[src/shared/bms_pkg.sv]
// Package with constants and types for the boot mode selector.
`default_nettype none
package bms_pkg;
  localparam int FUSE_W = 32;
  localparam int SRC_LSB = 0;
  localparam int SRC_W = 3;
  localparam int EMMC_LSB = 12;
  localparam int EMMC_W = 3;
  localparam logic [2:0] SRC_UNPROG = 3'h0;
  localparam logic [2:0] EMMC_ENABLE = 3'h1;
  localparam logic [31:0] ROM_BASE = 32'h1fff_e000;
  localparam int ROM_BYTES = 8192;
  localparam int START_DELAY = 0;

  typedef enum logic [2:0] {
    BMS_ROM = 3'b000,
    BMS_UART_SRAM = 3'b001,
    BMS_UART_FLASH = 3'b010,
    BMS_SPI_SRAM = 3'b011,
    BMS_DIRECT1 = 3'b100,
    BMS_DIRECT4_EXTERNAL_CRYSTAL_OSC = 3'b101,
    BMS_DIRECT4_IRC = 3'b110,
    BMS_EMMC_SRAM = 3'b111
  } bms_mode_t;

  typedef enum logic [1:0] {
    BMS_IF_NONE = 2'b00,
    BMS_IF_SERIAL = 2'b01,
    BMS_IF_SPI = 2'b10,
    BMS_IF_EMMC = 2'b11
  } bms_if_t;

  typedef struct packed {
    bms_mode_t mode;
    bms_if_t load_if;
    logic to_sram;
    logic to_flash;
    logic direct_exec;
    logic flash_quad;
    logic use_external_crystal_osc;
    logic use_irc;
  } bms_cfg_t;
endpackage
`default_nettype wire

[src/hw/bms_boot_mode_selector.sv]
// Boot mode selector: picks the boot mode from fuses or strap pins.
// Overview of operation
// RULE1 - Zero fuse boot-source field means boot mode comes from three strap pins.
// RULE2 - Fuse word 0 bits 2..0 give the boot-mode code when programmed.
// RULE3 - Code 000 boots from the internal boot ROM.
// RULE4 - Code 001 downloads over second serial port into SRAM, runs from SRAM.
// RULE5 - Code 010 downloads over serial port into flash, quad SPI, fast RC.
// RULE6 - Code 011 downloads through third SPI controller into SRAM, fast RC.
// RULE7 - Code 011 means eMMC download only when fuse word 1 bits 14..12 are 001.
// RULE8 - Code 100 runs directly from internal flash, 1-bit SPI, fast RC.
// RULE9 - Code 101 runs directly from internal flash, 4-bit SPI, crystal clock.
// RULE10 - Code 110 runs directly from internal flash, 4-bit SPI, fast RC.
// RULE11 - After reset the processor fetches from the 8 KB boot ROM immediately.
// RULE12 - Strap pins must hold their levels when reset is released.
// RULE13 - Programmed fuse field ignores strap pins; mode latches once per reset.
`timescale 1ns/1ps
`default_nettype none
module bms_boot_mode_selector
  import bms_pkg::*;
#(
  parameter int SYNC_STAGES = 3
) (
  input wire logic clock,
  input wire logic rst,
  input wire logic [bms_pkg::FUSE_W-1:0] fuse_word0,
  input wire logic [bms_pkg::FUSE_W-1:0] fuse_word1,
  input wire logic [2:0] boot_select_pins,
  output logic mode_valid,
  output bms_pkg::bms_cfg_t boot_cfg,
  output logic rom_fetch_en,
  output logic [31:0] rom_fetch_base,
  output logic second_serial_port_en,
  output logic third_spi_controller_en,
  output logic serial_boot_port_pins_en,
  output logic fast_internal_rc_osc_sel,
  output logic external_crystal_osc_sel
);
  import bms_pkg::*;

  // Strap pins are asynchronous; a level counts once the last two agree.
  localparam int SYNC_W = SYNC_STAGES * 3;
  logic [SYNC_W-1:0] pin_shift;
  always_ff @(posedge clock or posedge rst) begin
    if (rst) begin
      pin_shift <= '0;
    end else begin
      pin_shift <= {pin_shift[SYNC_W-4:0], boot_select_pins};
    end
  end

  wire [2:0] pin_s2 = pin_shift[SYNC_W-4 -: 3];
  wire [2:0] pin_s3 = pin_shift[SYNC_W-1 -: 3];
  wire pins_stable = (pin_s2 == pin_s3);
  wire [2:0] fuse_src = fuse_word0[SRC_LSB +: SRC_W]; // [RULE2]
  wire fuse_unprog = (fuse_src == SRC_UNPROG); // [RULE1]
  wire emmc_on = (fuse_word1[EMMC_LSB +: EMMC_W] == EMMC_ENABLE); // [RULE7]
  // Fuse wins whenever programmed, so pins are not even looked at.
  wire [2:0] raw_code = fuse_unprog ? pin_s3 : fuse_src; // [RULE1] [RULE13]
  // A code of 111, from fuse or straps, has no defined mode; it falls back to ROM boot.
  wire [2:0] legal_code = (raw_code == 3'h7) ? 3'h0 : raw_code;
  wire bms_mode_t sel_mode = (legal_code == 3'h3 && emmc_on) ?
      BMS_EMMC_SRAM : bms_mode_t'(legal_code); // [RULE7]

  // The strap needs a sample window after release before it can be trusted.
  logic [1:0] settle;
  wire ready_to_latch = fuse_unprog ? (settle == 2'h3 && pins_stable) :
      1'b1;

  logic latched;
  bms_mode_t mode;
  always_ff @(posedge clock or posedge rst) begin
    if (rst) begin
      settle <= 2'h0;
    end else if (settle != 2'h3) begin
      settle <= settle + 2'h1;
    end
  end

  // Mode is taken once and held until the next reset.
  always_ff @(posedge clock or posedge rst) begin
    if (rst) begin
      latched <= 1'b0;
      mode <= BMS_ROM;
    end else if (!latched && ready_to_latch) begin
      latched <= 1'b1; // [RULE13] [RULE12]
      mode <= sel_mode;
    end
  end

  bms_cfg_t next_cfg;
  always_comb begin
    next_cfg = '0;
    next_cfg.mode = mode;
    case (mode)
      BMS_ROM: begin
        next_cfg.load_if = BMS_IF_NONE; // [RULE3]
      end
      BMS_UART_SRAM: begin
        next_cfg.load_if = BMS_IF_SERIAL; // [RULE4]
        next_cfg.to_sram = 1'b1;
      end
      BMS_UART_FLASH: begin
        next_cfg.load_if = BMS_IF_SERIAL; // [RULE5]
        next_cfg.to_flash = 1'b1;
        next_cfg.flash_quad = 1'b1;
        next_cfg.use_irc = 1'b1;
      end
      BMS_SPI_SRAM: begin
        next_cfg.load_if = BMS_IF_SPI; // [RULE6]
        next_cfg.to_sram = 1'b1;
        next_cfg.use_irc = 1'b1;
      end
      BMS_EMMC_SRAM: begin
        next_cfg.load_if = BMS_IF_EMMC; // [RULE7]
        next_cfg.to_sram = 1'b1;
        next_cfg.use_irc = 1'b1;
      end
      BMS_DIRECT1: begin
        next_cfg.direct_exec = 1'b1; // [RULE8]
        next_cfg.use_irc = 1'b1;
      end
      BMS_DIRECT4_EXTERNAL_CRYSTAL_OSC: begin
        next_cfg.direct_exec = 1'b1; // [RULE9]
        next_cfg.flash_quad = 1'b1;
        next_cfg.use_external_crystal_osc = 1'b1;
      end
      BMS_DIRECT4_IRC: begin
        next_cfg.direct_exec = 1'b1; // [RULE10]
        next_cfg.flash_quad = 1'b1;
        next_cfg.use_irc = 1'b1;
      end
      default: begin
        next_cfg.load_if = BMS_IF_NONE;
      end
    endcase
  end

  always_ff @(posedge clock or posedge rst) begin
    if (rst) begin
      boot_cfg <= '0;
      mode_valid <= 1'b0;
    end else begin
      boot_cfg <= next_cfg;
      mode_valid <= latched;
    end
  end

  // The boot ROM runs first in every mode; it reads boot_cfg to branch.
  assign rom_fetch_en = ~rst; // [RULE11]
  assign rom_fetch_base = ROM_BASE; // [RULE11]
  assign second_serial_port_en = mode_valid &&
      (boot_cfg.load_if == BMS_IF_SERIAL);
  assign serial_boot_port_pins_en = second_serial_port_en; // [RULE4]
  assign third_spi_controller_en = mode_valid &&
      (boot_cfg.load_if == BMS_IF_SPI); // [RULE6]
  assign fast_internal_rc_osc_sel = mode_valid && boot_cfg.use_irc;
  assign external_crystal_osc_sel = mode_valid && boot_cfg.use_external_crystal_osc;

  property p_fuse_wins;
    @(posedge clock) disable iff (rst)
    (!latched && !fuse_unprog) |=> latched &&
      (($past(fuse_src) == 3'h7) ? (mode == BMS_ROM) :
      (mode[1:0] == $past(fuse_src[1:0])));
  endproperty
  a_fuse_wins: assert property (p_fuse_wins) // [RULE2]
    else $error("fuse code not latched");

  property p_pins_used;
    @(posedge clock) disable iff (rst)
    (!latched && ready_to_latch && fuse_unprog && pin_s3 == 3'h1) |=>
      mode == BMS_UART_SRAM;
  endproperty
  a_pins_used: assert property (p_pins_used) // [RULE1]
    else $error("strap code not latched");

  property p_hold;
    @(posedge clock) disable iff (rst)
    latched |=> latched && $stable(mode);
  endproperty
  a_hold: assert property (p_hold) // [RULE13]
    else $error("mode changed after latch");

  property p_emmc;
    @(posedge clock) disable iff (rst)
    (!latched && ready_to_latch && legal_code == 3'h3) |=>
      (mode == BMS_EMMC_SRAM) == $past(emmc_on);
  endproperty
  a_emmc: assert property (p_emmc) // [RULE7]
    else $error("eMMC choice wrong");

  property p_direct1;
    @(posedge clock) disable iff (rst)
    mode_valid && boot_cfg.mode == BMS_DIRECT1 |->
      boot_cfg.direct_exec && !boot_cfg.flash_quad && fast_internal_rc_osc_sel;
  endproperty
  a_direct1: assert property (p_direct1) // [RULE8]
    else $error("direct 1-bit config wrong");

  property p_direct_external_crystal_osc;
    @(posedge clock) disable iff (rst)
    mode_valid && boot_cfg.mode == BMS_DIRECT4_EXTERNAL_CRYSTAL_OSC |->
      boot_cfg.flash_quad && external_crystal_osc_sel &&
      !fast_internal_rc_osc_sel;
  endproperty
  a_direct_external_crystal_osc: assert property (p_direct_external_crystal_osc) // [RULE9]
    else $error("direct crystal config wrong");

  property p_uart_flash;
    @(posedge clock) disable iff (rst)
    mode_valid && boot_cfg.mode == BMS_UART_FLASH |->
      serial_boot_port_pins_en && boot_cfg.to_flash && boot_cfg.flash_quad;
  endproperty
  a_uart_flash: assert property (p_uart_flash) // [RULE5]
    else $error("serial flash config wrong");

  property p_valid_soon;
    @(posedge clock) disable iff (rst)
    $rose(rom_fetch_en) |-> ##[1:8] mode_valid;
  endproperty
  a_valid_soon: assert property (p_valid_soon) // [RULE11]
    else $error("mode not valid in time");

  // Each mode's outputs are checked against its own rule, not the decoder.
  property p_rom;
    @(posedge clock) disable iff (rst)
    mode_valid && boot_cfg.mode == BMS_ROM |->
      boot_cfg.load_if == BMS_IF_NONE && !boot_cfg.direct_exec &&
      !second_serial_port_en && !third_spi_controller_en;
  endproperty
  a_rom: assert property (p_rom) // [RULE3]
    else $error("ROM boot config wrong");

  property p_uart_sram;
    @(posedge clock) disable iff (rst)
    mode_valid && boot_cfg.mode == BMS_UART_SRAM |->
      serial_boot_port_pins_en && boot_cfg.to_sram && !boot_cfg.direct_exec;
  endproperty
  a_uart_sram: assert property (p_uart_sram) // [RULE4]
    else $error("serial SRAM config wrong");

  property p_spi_sram;
    @(posedge clock) disable iff (rst)
    mode_valid && boot_cfg.mode == BMS_SPI_SRAM |->
      third_spi_controller_en && boot_cfg.to_sram &&
      fast_internal_rc_osc_sel && !second_serial_port_en;
  endproperty
  a_spi_sram: assert property (p_spi_sram) // [RULE6]
    else $error("SPI SRAM config wrong");

  property p_emmc_cfg;
    @(posedge clock) disable iff (rst)
    mode_valid && boot_cfg.mode == BMS_EMMC_SRAM |->
      boot_cfg.load_if == BMS_IF_EMMC && boot_cfg.to_sram &&
      !third_spi_controller_en && fast_internal_rc_osc_sel;
  endproperty
  a_emmc_cfg: assert property (p_emmc_cfg) // [RULE7]
    else $error("eMMC config wrong");

  property p_direct_irc;
    @(posedge clock) disable iff (rst)
    mode_valid && boot_cfg.mode == BMS_DIRECT4_IRC |->
      boot_cfg.direct_exec && boot_cfg.flash_quad &&
      fast_internal_rc_osc_sel && !external_crystal_osc_sel;
  endproperty
  a_direct_irc: assert property (p_direct_irc) // [RULE10]
    else $error("direct fast RC config wrong");

  // A strap level seen before the settle window ends must not be taken.
  property p_strap_wait;
    @(posedge clock) disable iff (rst)
    (!latched && fuse_unprog && settle != 2'h3) |=> !latched;
  endproperty
  a_strap_wait: assert property (p_strap_wait) // [RULE1]
    else $error("strap code taken too early");

  property p_cfg_stays;
    @(posedge clock) disable iff (rst)
    mode_valid |=> mode_valid && $stable(boot_cfg);
  endproperty
  a_cfg_stays: assert property (p_cfg_stays) // [RULE13]
    else $error("boot config changed after valid");

  property p_one_osc;
    @(posedge clock) disable iff (rst)
    !(fast_internal_rc_osc_sel && external_crystal_osc_sel);
  endproperty
  a_one_osc: assert property (p_one_osc) // [RULE9]
    else $error("both oscillators selected");

  c_emmc: cover property (@(posedge clock) disable iff (rst)
    mode_valid && boot_cfg.mode == BMS_EMMC_SRAM);
  c_spi: cover property (@(posedge clock) disable iff (rst)
    mode_valid && third_spi_controller_en);
  c_rom: cover property (@(posedge clock) disable iff (rst)
    mode_valid && boot_cfg.mode == BMS_ROM);
  c_serial: cover property (@(posedge clock) disable iff (rst)
    mode_valid && second_serial_port_en);
  c_external_crystal_osc: cover property (@(posedge clock) disable iff (rst)
    mode_valid && external_crystal_osc_sel);
endmodule
`default_nettype wire

[config.mk]
export PLATFORM = sky130hd
export DESIGN_NAME = bms_boot_mode_selector
export DESIGN_NICKNAME = d
export VERILOG_FILES = /design/src/shared/bms_pkg.sv /design/src/hw/bms_boot_mode_selector.sv
export SDC_FILE = /design/constraint.sdc
export NUM_CORES = 1
export LEC_CHECK = 0
export ABC_AREA = 0
export BUFFER_PORTS_ARGS = -buffer_cell sky130_fd_sc_hd__buf_2
export CORE_AREA = 2 2 61 68
export CTS_CLUSTER_SIZE = 40
export DETAILED_ROUTE_END_ITERATION = 16
export DIE_AREA = 0 0 63 70
export GPL_TIMING_DRIVEN = 0
export HOLD_SLACK_MARGIN = 0.06
export PLACE_DENSITY = 0.87
export SLEW_MARGIN = 20
export SYNTH_ARGS = -nofsm -noshare
export SYNTH_HDL_FRONTEND = slang
export SYNTH_SLANG_ARGS = --single-unit
[constraint.sdc]
create_clock -name clock -period 1.9 [get_ports clock]
set_input_delay 0.095 -clock clock [delete_from_list [all_inputs] [get_ports clock]]
set_output_delay 0.095 -clock clock [all_outputs]
set_load 0.02 [all_outputs]
==> run_results.csv <==
group,metric,value,unit
run_status,outcome,"completed",
placed_design,portBuffers,28,
clock_network,cts.hold.buffers_added,3,
clock_network,htreeDepth,1,
global_route,grt_overflow,0,
layout,multiInputGateArea,422,um^2
synthesis,synth_compound_area_share,6.10,%
layout,utilization,44.0,%
floorplan,die-area,4410,um^2
drt,drc,0,
sta,timing.fmax,0.668,GHz
placed_design,place_hpwl,1430,um
layout,seqCellArea,676,um^2
drt,vias,834,
sta,slew_violations,0,
layout,fin_nets,247,
global_route,grt_pass1_vias,731,
power,peakVddDrop,0.627,mV
clock_network,postCtsSetupBuffers,0,
power,power_density,721,nW/um^2
sta,hold_viol,0,
synthesis,synth.distinct_cells,31,
floorplan,die_h,70,um
global_route,grt_max_degree,29,
drt,wirelength_met1,758,um
layout,synthToLayoutAreaGrowth,34.1,%
synthesis,synth_cells,109,
layout,layout-drive-gt1-share,39.2,%
layout,stdcell_area,1680,um^2
sta,tns,0,ns
global_route,antenna_found_initial,0,
layout,fill_cells,361,
sta,post-route-period-util,78.8,%
layout,diodes,0,
synthesis,synthMuxAreaShare,4.70,%
synthesis,synth_top_family_by_area,"buffers and inverters",
placed_design,gp_congestion,0.754,
placed_design,place_ws,0.417,ns
clock_network,cts.sink_count,27,
worst_hold_path,hold_path_depth,3,
sta,worst_slack,0.403,ns
synthesis,yosys.area_share.adder,1.00,%
drt,via_per_inst,3.66,
drt,drt-initial-drc-count,10,
global_route,grt_usage,8.78,%
synthesis,synth-simple-area-share,8.80,%
drt,firstDrtPassIters,2,
clock_network,cts_buffers,3,
worst_setup_path,reg2reg_depth,4,
floorplan,dieWidth,63,um
worst_setup_path,critPathLaunchType,"register",
clock_network,ctsResizeCount,0,
drt,top_layer_used,"met3",
sta,rsz0062_at_grt,"false",
clock_network,path_clk_slew,0.09,ns
clock_network,clock_path_buffers,2,
drt,routed_wl,1900,um
synthesis,avgSynthCellArea,11.5,um^2
power,power_leakage,0.883,nW
floorplan,rows,24,
worst_setup_path,required,2.06,ns
synthesis,synth_xor_area_share,3.50,%
clock_network,cts_tree,"yes",
global_route,grt_pass1_wl,3110,um
sta,setup_viol_count_final,0,
floorplan,fp.coreArea,3810,um^2
synthesis,ys_warn_count,0,
worst_setup_path,critPathArrivalTime,1.66,ns
placed_design,placed_cell_area,1570,um^2
floorplan,ios,119,
layout,final_cell_mix,"buf_4, conb_1, buf_2",
drt,post_drt_wl_per_cell,8.35,um
clock_network,clockRootBuffer,"clkbuf_8",
drt,wl_met3,201,um
sta,fin_crit,1.50,ns
clock_network,clk_latency,0.27,ns
layout,final_common_cell,"buf_4",
power,power,1.21,mW
sta,skew,0.00361,ns
worst_setup_path,path_max_fanout,4,
floorplan,initial_utilization,32.8,%
worst_setup_path,cp-end-kind,"register",
drt,met2_length,943,um
synthesis,synth_seq_cells,27,
worst_setup_path,crit_type,"register to register",
worst_hold_path,hold_path.class,"primary input to register",
drt,ant_nets,0,
synthesis,yosysSeqAreaShare,54.0,%
run,cap_violations,0,
synthesis,syn-cell-area,1250,um^2
[metrics by stage]
stage                     hold slack [ns]  std cells
after floorplan                     0.126        139
after global placement              0.202        219
after detailed placement            0.204        219
after CTS                          0.0794        226
after global routing                0.164        228
final                               0.155        228
[flip-flops by register name, indices dropped and copies added, names as in the netlist]
name,flops
latched,1
mode,3
boot_cfg,11
settle,2
pin_shift,9
mode_valid,1
[Yosys cell counts]
library cell | number | share of area [%]
xor2_1 | 1 | 0.70
nand4_1 | 1 | 0.50
mux2_4 | 1 | 1.2
o2bb2ai_1 | 1 | 0.70
nand2b_1 | 2 | 1.0
and3b_1 | 1 | 0.70
o22ai_1 | 1 | 0.50
buf_4 | 33 | 20
nor2b_1 | 1 | 0.50
nand3b_1 | 1 | 0.60
and2b_1 | 1 | 0.60
xnor2_1 | 4 | 2.8
mux2i_1 | 1 | 0.80
nor3_1 | 1 | 0.40
and2_1 | 2 | 1.0
ha_1 | 1 | 1.0
nor2_1 | 5 | 1.5
and3_1 | 1 | 0.50
nand2_1 | 5 | 1.5
mux2_1 | 2 | 1.8
mux2_2 | 1 | 0.90
a31oi_1 | 1 | 0.50
a32oi_1 | 2 | 1.4
conb_1 | 2 | 0.60
a21oi_2 | 1 | 0.70
clkbuf_1 | 1 | 0.30
inv_1 | 4 | 1.2
dfrtp_1 | 27 | 54
a2111oi_0 | 1 | 0.70
a21oi_1 | 1 | 0.40
a21o_1 | 2 | 1.2
[critical path, cell delays in order (launching register included)]
cell and delay, ns:
dfrtp_1 0.43, and2b_1 0.17, a32oi_1 0.20, mux2_1 0.35, mux2_4 0.26
[cell type report]
class                   count  area share (%)
clock inverters             1           0.447
clock buffers               3            2.46
plain buffers              34            15.0
repair buffers             33            11.9
flip-flops and latches     27            40.3
inverters                   4           0.895
well taps                  52            3.88
multi-input cells          74            25.1
[path summary, 6_finish.rpt]
kind,slack [ns],startpoint,to
max,0.40,pin_shift[7]$_DFF_PP0_,mode[2]$_DFFE_PP0P_
min,0.15,fuse_word0[2],latched$_DFFE_PP0P_
max reg2reg,0.40,pin_shift[7]$_DFF_PP0_,mode[2]$_DFFE_PP0P_
min reg2reg,0.35,pin_shift[1]$_DFF_PP0_,pin_shift[4]$_DFF_PP0_
max in group asynchronous,1.34,rst,settle[1]$_DFFE_PP0N_
min in group asynchronous,0.41,rst,pin_shift[6]$_DFF_PP0_
[where the power goes]
part | switching (mW) | total, mW | internal (mW)
clock network | 0.172 | 0.320 | 0.149
logic | 0.156 | 0.266 | 0.110
registers | 0.0174 | 0.623 | 0.606
total | 0.345 | 1.21 | 0.864
[per-layer routing]
layer  global-route usage, %  vias to the layer above
met3                    4.19                        0
met1                    9.22                      363
met5                       0                        -
met2                    16.3                       46
met4                   0.741                        0
li1                        -                      425
[cells by family (layout without fill, tap and decap cells)]
group / Yosys count / count (layout)
buffers and inverters: 38 / 75
DFF: 27 / 27
and+or+nand+nor: 21 / 21
AOI/OAI and AO/OA: 10 / 10
xor gates and xnor gates: 5 / 5
muxes: 5 / 5
other: 2 / 32
adders and majority gates: 1 / 1
No activity file was read; power rests on OpenSTA's default activity.
